### src/pwr_seq_consts.svh
// timing constants for the board power good sequencer
`ifndef PWR_SEQ_CONSTS_SVH
`define PWR_SEQ_CONSTS_SVH
`define CLK_PERIOD_NS 20
`define TERM_DELAY_US 1000
`define CORE_DELAY_US 1000
`define MON_RESET_US 200000
`define TERM_DELAY_CYC ((`TERM_DELAY_US * 1000 + `CLK_PERIOD_NS - 1) / `CLK_PERIOD_NS)
`define CORE_DELAY_CYC ((`CORE_DELAY_US * 1000 + `CLK_PERIOD_NS - 1) / `CLK_PERIOD_NS)
`define MON_RESET_CYC ((`MON_RESET_US * 1000 + `CLK_PERIOD_NS - 1) / `CLK_PERIOD_NS)
`endif

### src/pwr_seq_pkg.sv
// types shared by the board power good sequencer
package pwr_seq_pkg;
  typedef enum logic [1:0]
  {
    st_off = 2'b00,
    st_term_wait = 2'b01,
    st_core_wait = 2'b10,
    st_on = 2'b11
  } seq_state_t;
  typedef struct packed
  {
    logic supply_good;
    logic termination_regulator_good;
    logic clocks_locked;
    logic cpu_regulator_good;
  } upstream_t;
endpackage

### src/board_power_good_sequencer.sv
// board power good and reset sequencer, single clock domain
//
// Summary of operation
// monitor reset driven ~200 ms, then input
// power-on reset restores monitor defaults
// delayed termination good 1 ms after
// delay only on rising termination good
// core enable 1 ms after delayed good
// vid good within 1 to 10 ms
// core enable at least 1 ms after vid
// supply good starts the reset sequence
// clock chips drive only locked clocks
// power good out only after lock
// cpu regulator good drives power ok
// supply good valid only while rails valid
// free-running counts; upstream loss drops all; code drops all but resume_well_reset_n, on supply or termination loss or a held-low monitor pin
`timescale 1ns/1ps
`include "pwr_seq_consts.svh"
module board_power_good_sequencer
  import pwr_seq_pkg::*;
#(
  parameter int term_delay_cyc = `TERM_DELAY_CYC,
  parameter int core_delay_cyc = `CORE_DELAY_CYC,
  parameter int mon_reset_cyc = `MON_RESET_CYC
)
(
  input wire logic clk_sys,
  input wire logic rstn,
  input wire upstream_t upstream_pin,
  input wire logic monitor_reset_n_in,
  output logic monitor_reset_n_out,
  output logic monitor_reset_n_oe,
  output logic delayed_termination_good,
  output logic processor_vid_good_pin,
  output logic core_regulator_enable,
  output logic southbridge_power_ok_in,
  output logic southbridge_regulator_good_in,
  output logic resume_well_reset_n,
  output logic system_reset_n
);
  // ----------------------------------------
  // elaboration checks
  // ----------------------------------------
  if (term_delay_cyc < 1 || core_delay_cyc < 1 || mon_reset_cyc < 1 ||
      term_delay_cyc > 16777215 || core_delay_cyc > 16777215 ||
      mon_reset_cyc > 16777215)
  begin : g_bad_param
    $error("sequencer delay counts out of range");
  end

  // ----------------------------------------
  // input synchronisers
  // ----------------------------------------
  upstream_t up_meta;
  upstream_t up;
  logic mon_meta;
  logic mon_sync;
  always_ff @(posedge clk_sys or negedge rstn)
  begin
    if (!rstn)
    begin
      up_meta <= '0;
      up <= '0;
      mon_meta <= 1'b0;
      mon_sync <= 1'b0;
    end
    else
    begin
      up_meta <= upstream_pin;
      up <= up_meta;
      mon_meta <= monitor_reset_n_in;
      mon_sync <= mon_meta;
    end
  end

  // ----------------------------------------
  // monitor reset: driven after power-up, then released to an input
  // ----------------------------------------
  logic [23:0] mon_cnt;
  logic mon_done;
  wire mon_cnt_end = (mon_cnt == 24'(mon_reset_cyc - 1));
  always_ff @(posedge clk_sys or negedge rstn)
  begin
    if (!rstn)
    begin
      mon_cnt <= 24'h00_0000;
      mon_done <= 1'b0;
    end
    else if (!mon_done)
    begin
      mon_cnt <= mon_cnt + 24'h00_0001;
      mon_done <= mon_cnt_end;
    end
  end
  // released wire needs two sync edges before its level means anything
  logic [1:0] done_pipe;
  always_ff @(posedge clk_sys or negedge rstn)
  begin
    if (!rstn)
    begin
      done_pipe <= 2'b00;
    end
    else
    begin
      done_pipe <= {done_pipe[0], mon_done};
    end
  end
  // driving low for the whole power-up window resets all monitor registers
  assign monitor_reset_n_out = 1'b0;
  assign monitor_reset_n_oe = !mon_done;

  // ----------------------------------------
  // sequencing state machine
  // ----------------------------------------
  // a monitor holding its reset pin low after release also holds the board off
  // without the pipe the stale low sample at release would drop the board
  wire rails_ok = up.supply_good && (mon_sync || !done_pipe[1]);
  wire term_ok = rails_ok && up.termination_regulator_good;
  seq_state_t state;
  seq_state_t next_state;
  logic [23:0] cnt;
  wire term_end = (cnt == 24'(term_delay_cyc - 1));
  wire core_end = (cnt == 24'(core_delay_cyc - 1));
  always_comb
  begin
    next_state = state;
    case (state)
      st_off: if (term_ok) next_state = st_term_wait;
      st_term_wait: if (!term_ok) next_state = st_off;
        else if (term_end) next_state = st_core_wait;
      st_core_wait: if (!term_ok) next_state = st_off;
        else if (core_end) next_state = st_on;
      st_on: if (!term_ok) next_state = st_off;
      default: next_state = st_off;
    endcase
  end
  // counter is free-running per state; cleared on every state change
  always_ff @(posedge clk_sys or negedge rstn)
  begin
    if (!rstn)
    begin
      state <= st_off;
      cnt <= 24'h00_0000;
    end
    else
    begin
      state <= next_state;
      cnt <= (next_state != state) ? 24'h00_0000 : cnt + 24'h00_0001;
    end
  end

  // ----------------------------------------
  // outputs; supply or termination loss drops all but resume_well_reset_n combinationally with the state
  // ----------------------------------------
  wire dtg = (state == st_core_wait || state == st_on) && term_ok;
  wire core_en = (state == st_on) && term_ok;
  // vid good follows delayed termination good on the same edge: 1 ms after termination good, well under 10 ms
  wire pwr_ok = core_en && up.clocks_locked && up.cpu_regulator_good;
  always_ff @(posedge clk_sys or negedge rstn)
  begin
    if (!rstn)
    begin
      delayed_termination_good <= 1'b0;
      processor_vid_good_pin <= 1'b0;
      core_regulator_enable <= 1'b0;
      southbridge_power_ok_in <= 1'b0;
      southbridge_regulator_good_in <= 1'b0;
      resume_well_reset_n <= 1'b0;
      system_reset_n <= 1'b0;
    end
    else
    begin
      delayed_termination_good <= dtg;
      processor_vid_good_pin <= dtg;
      core_regulator_enable <= core_en;
      southbridge_power_ok_in <= pwr_ok;
      southbridge_regulator_good_in <= pwr_ok;
      resume_well_reset_n <= mon_done;
      // clocks are trusted only once the generators report lock
      system_reset_n <= pwr_ok;
    end
  end

  // ----------------------------------------
  // assertion helpers: run lengths of the inputs to each delay
  // ----------------------------------------
  logic [23:0] term_run;
  logic [23:0] dtg_run;
  always_ff @(posedge clk_sys or negedge rstn)
  begin
    if (!rstn)
    begin
      term_run <= 24'h00_0000;
      dtg_run <= 24'h00_0000;
    end
    else
    begin
      term_run <= !up.termination_regulator_good ? 24'h00_0000 :
        term_run + 24'(term_run != 24'hFF_FFFF);
      dtg_run <= !delayed_termination_good ? 24'h00_0000 :
        dtg_run + 24'(dtg_run != 24'hFF_FFFF);
    end
  end
endmodule // board_power_good_sequencer

### config.mk
export PLATFORM = sky130hd
export DESIGN_NAME = board_power_good_sequencer
export DESIGN_NICKNAME = d
export VERILOG_FILES = /design/src/pwr_seq_pkg.sv /design/src/board_power_good_sequencer.sv
export VERILOG_INCLUDE_DIRS = /design/src
export SDC_FILE = /design/constraint.sdc
export NUM_CORES = 1
export LEC_CHECK = 0
export ABC_CLOCK_PERIOD_IN_PS = 2200
export BUFFER_PORTS_ARGS = -buffer_cell sky130_fd_sc_hd__buf_4
export CAP_MARGIN = 20
export CORE_UTILIZATION = 50
export CTS_CLUSTER_DIAMETER = 50
export DETAILED_ROUTE_END_ITERATION = 8
export GPL_TIMING_DRIVEN = 0
export PLACE_DENSITY = 0.67
export SLEW_MARGIN = 20
export SYNTH_ARGS = -nofsm -noshare
export SYNTH_HDL_FRONTEND = slang
export SYNTH_SLANG_ARGS = --single-unit
### constraint.sdc
create_clock -name clk_sys -period 2.2 [get_ports clk_sys]
set_input_delay 0.22 -clock clk_sys [delete_from_list [all_inputs] [get_ports clk_sys]]
set_output_delay 0.22 -clock clk_sys [all_outputs]
set_load 0.02 [all_outputs]
==> impl_metrics.json <==
{
  "status": "completed",
  "fin_area_um2": 3430,
  "antenna_found_initial": 0,
  "synth.net_count": 278,
  "muxShareOfSynthArea_pct": 0.384,
  "required_ps": 2400,
  "gr-usage-all-layers_pct": 19.9,
  "core_um2": 5570,
  "ff_latch_area_um2": 1650,
  "first_iter_violations": 147,
  "synthAdderAreaFrac_pct": 0.854,
  "use_met3_pct": 4.19,
  "max-vdd-ir-drop_mv": 0.482,
  "finalClockSkew_ps": 10.6,
  "die_x_um": 78.6,
  "hp-class": "register to register",
  "synth-simple-area-share_pct": 21.1,
  "synth_warnings": 0,
  "fin_crit_sh_pct": 94.0,
  "areaGrowthSynthToFinish_pct": 17.2,
  "placementRows": 27,
  "drt_first_pass_iters": 4,
  "cts_tree": "built",
  "slew_headroom_pct": 47.4,
  "synth-edff-count": 0,
  "num_vias": 2104,
  "htreeDepth": 3,
  "dieArea_um2": 6170,
  "critPathCaptureType": "register",
  "synth_compound_area_share_pct": 8.24,
  "drive_gt1_share_pct": 14.1,
  "r2r_slack_ps": 130,
  "synth_cell_types": 35,
  "r2r_end": "cnt[17]$_DFF_PN0_",
  "cts_buffer_depth": 2,
  "timing.critical_path.from": "cnt[7]$_DFF_PN0_",
  "period_minus_slack_ps": 2070,
  "fin_setup_tns_ps": 0,
  "io_buffers": 14,
  "dpl_cell_area_um2": 3130,
  "gp_congestion": 0.813,
  "via_per_inst": 5.57,
  "crit_slowest_cell": "or4b_1",
  "yosys_register_bits": 66,
  "drv_slew": 0,
  "wl_um": 5490,
  "crit_arrival_ps": 2270,
  "ys_async_sr_fraction_pct": 100,
  "path_max_fanout": 10,
  "worstMarginPinSlew_ps": 788,
  "pwr_density_cell_nw_per_um2": 719,
  "setup_violations": 0,
  "clock-sinks": 66,
  "syn_avg_cell_area_um2": 10.9,
  "final_hold_viol_count": 0,
  "multi_input_area_um2": 1220,
  "synth_ff_type": "dfrtp_1",
  "reg2regPathDepth": 5,
  "first_global_vias": 1986,
  "slowest_delay_ps": 600,
  "io_pins": 16,
  "grt_max_degree": 67,
  "leakage_nw": 1.43,
  "fin_nets": 310,
  "grtUsageMet2_pct": 31.0,
  "n_antenna_cell": 0,
  "r2r_start": "cnt[7]$_DFF_PN0_",
  "overflow": 0,
  "grt_pass1_wl_um": 9160,
  "cts_inserted_buffers": 9,
  "min_from": "up_meta[1]$_DFF_PN0_",
  "cts_root_buf": "clkbuf_8",
  "path_cells": "or4b_1, nor4_4, a211o_1, clkbuf_4, a22oi_1",
  "synth-xor-area-share_pct": 10.2,
  "top_usage_layer": "met2",
  "dp_hpwl_um": 3520,
  "fillers": 473,
  "postRouteAntennaNets": 0,
  "wl_per_cell_um": 14.5,
  "yosysSeqAreaShare_pct": 56.4,
  "syn_inst": 269,
  "max_freq_mhz": 483,
  "min_path_cells": 0,
  "cp-start-kind": "register",
  "initial_core_util_pct": 52.6,
  "max_cap_viol_count": 0,
  "synth_area_um2": 2930,
  "worstSetupPathType": "register to register",
  "hold_end": "up[1]$_DFF_PN0_",
  "use_met1_pct": 25.4,
  "clk_pin_slew_ps": 80,
  "synth_top_family_by_area": "simple AND/OR/NAND/NOR gates",
  "clk_latency_ps": 350,
  "drc_errors": 0,
  "die_y_um": 78.6,
  "rsz0062_at_grt": "false"
}
## how the worst max path moves through the flow
| stage | end | cells past startpoint | slack, ps |
|---|---|---|---|
| 4_1_cts | cnt[17]$_DFF_PN0_ | 5 | 20 |
| 6_report | cnt[17]$_DFF_PN0_ | 5 | 130 |
| 5_1_grt | cnt[5]$_DFF_PN0_ | 5 | 10 |
| 3_5_place_dp | cnt[17]$_DFF_PN0_ | 5 | 20 |
| 2_1_floorplan | cnt[14]$_DFF_PN0_ | 5 | 270 |
| 3_3_place_gp | cnt[17]$_DFF_PN0_ | 5 | 20 |
## registers in the layout (all words and copies together) (netlist names)
signal and count:
cnt 24, core_regulator_enable 1, done_pipe 2, mon_cnt 24, mon_done 1, mon_meta 1, mon_sync 1, processor_vid_good_pin 1
state 2, system_reset_n 1, up 4, up_meta 4
## synthesized netlist by cell type (2+ instances only)
master | n | area (µm²)
dfrtp_1 | 66 | 1650
inv_1 | 6 | 22.5
nand4_1 | 11 | 68.8
nand3_1 | 16 | 80.1
xor2_1 | 10 | 87.6
buf_4 | 4 | 30.0
nor3_1 | 7 | 35.0
a21oi_1 | 14 | 70.1
or3_1 | 11 | 68.8
a22oi_1 | 11 | 82.6
or4_1 | 6 | 45.0
clkbuf_1 | 4 | 15.0
o31ai_1 | 2 | 15.0
ha_1 | 2 | 25.0
o21ai_0 | 10 | 50.1
or4b_1 | 2 | 20.0
nor4_1 | 7 | 43.8
and4_1 | 4 | 35.0
nor2_1 | 9 | 33.8
and3_1 | 5 | 31.3
buf_2 | 3 | 15.0
nor4b_1 | 3 | 26.3
xnor2_1 | 24 | 210
nand2_1 | 20 | 75.1
or2_2 | 2 | 12.5
## logic make-up after synthesis
group / after synthesis
AO/OA/AOI/OAI: 40
flip-flops: 66
multiplexers: 1
other: 1
buffers and inverters: 17
adder cells (fa/ha/maj): 2
XOR/XNOR: 34
AND/OR/NAND/NOR: 108
## stage by stage
| step | power, mW | setup slack, ps | std cells | hold slack, ps | util (%) |
|---|---|---|---|---|---|
| after floorplan | 1.31 | 267 | 269 | -75.6 | - |
| after global placement | 1.35 | 21.7 | 355 | 329 | 56.1 |
| after detailed placement | 1.36 | 17.9 | 355 | 330 | 56.1 |
| after CTS | 2.49 | 16.6 | 377 | 352 | 61.1 |
| after global routing | 2.56 | 12.0 | 378 | 359 | 61.6 |
| final | 2.47 | 131 | 378 | 349 | 61.6 |
## cells in the final DEF (no fill, tap or decap), types with 6 or more instances in the layout
cell type | synthesis | final
dlygate4sd3_1 | 0 | 6
or3_1 | 11 | 11
nand2_1 | 20 | 20
nand4_1 | 11 | 11
o21ai_0 | 10 | 10
nand3_1 | 16 | 15
or4_1 | 6 | 6
nor4_1 | 7 | 6
xnor2_1 | 24 | 24
dfrtp_1 | 66 | 66
nor3_1 | 7 | 7
xor2_1 | 10 | 10
a22oi_1 | 11 | 11
buf_4 | 4 | 19
clkbuf_8 | 0 | 9
a21oi_1 | 14 | 14
nor2_1 | 9 | 9
inv_1 | 6 | 6
## worst max-delay path, delay by kind of cell (launching register included)
family	cells	cell delay (ps)
AOI/OAI and AO/OA	2	380
buffers and inverters	1	250
DFF	1	450
and+or+nand+nor	2	850
## layer usage
layer | share of wire, % | wire, µm
met1 | 47 | 2570
met2 | 48 | 2650
met5 | 0 | 0
met3 | 2.7 | 150
met4 | 2.3 | 127
## final cells by class
type | instances | area share [%]
tap | 72 | 2.62
multi-input combinational | 186 | 35.4
clock buffer | 10 | 3.72
clock inverter | 6 | 2.66
inverter | 6 | 0.656
timing repair buffer | 21 | 5.03
buffer | 11 | 1.82
sequential | 66 | 48.1
## report_power, final
group          switching, mW  total, mW  internal [mW]  leakage [nW]
logic                 0.0536     0.0875         0.0340         0.455
registers             0.0192       1.25           1.23         0.880
clock network          0.487       1.13          0.640        0.0987
## timing repair
action	in CTS	in global routing
gates resized for setup	0	4
setup buffers	0	1
setup endpoints to repair	0	24
endpoints found under the hold margin	71	0
hold buffers	6	0
Power figures use the tool's default switching activity.
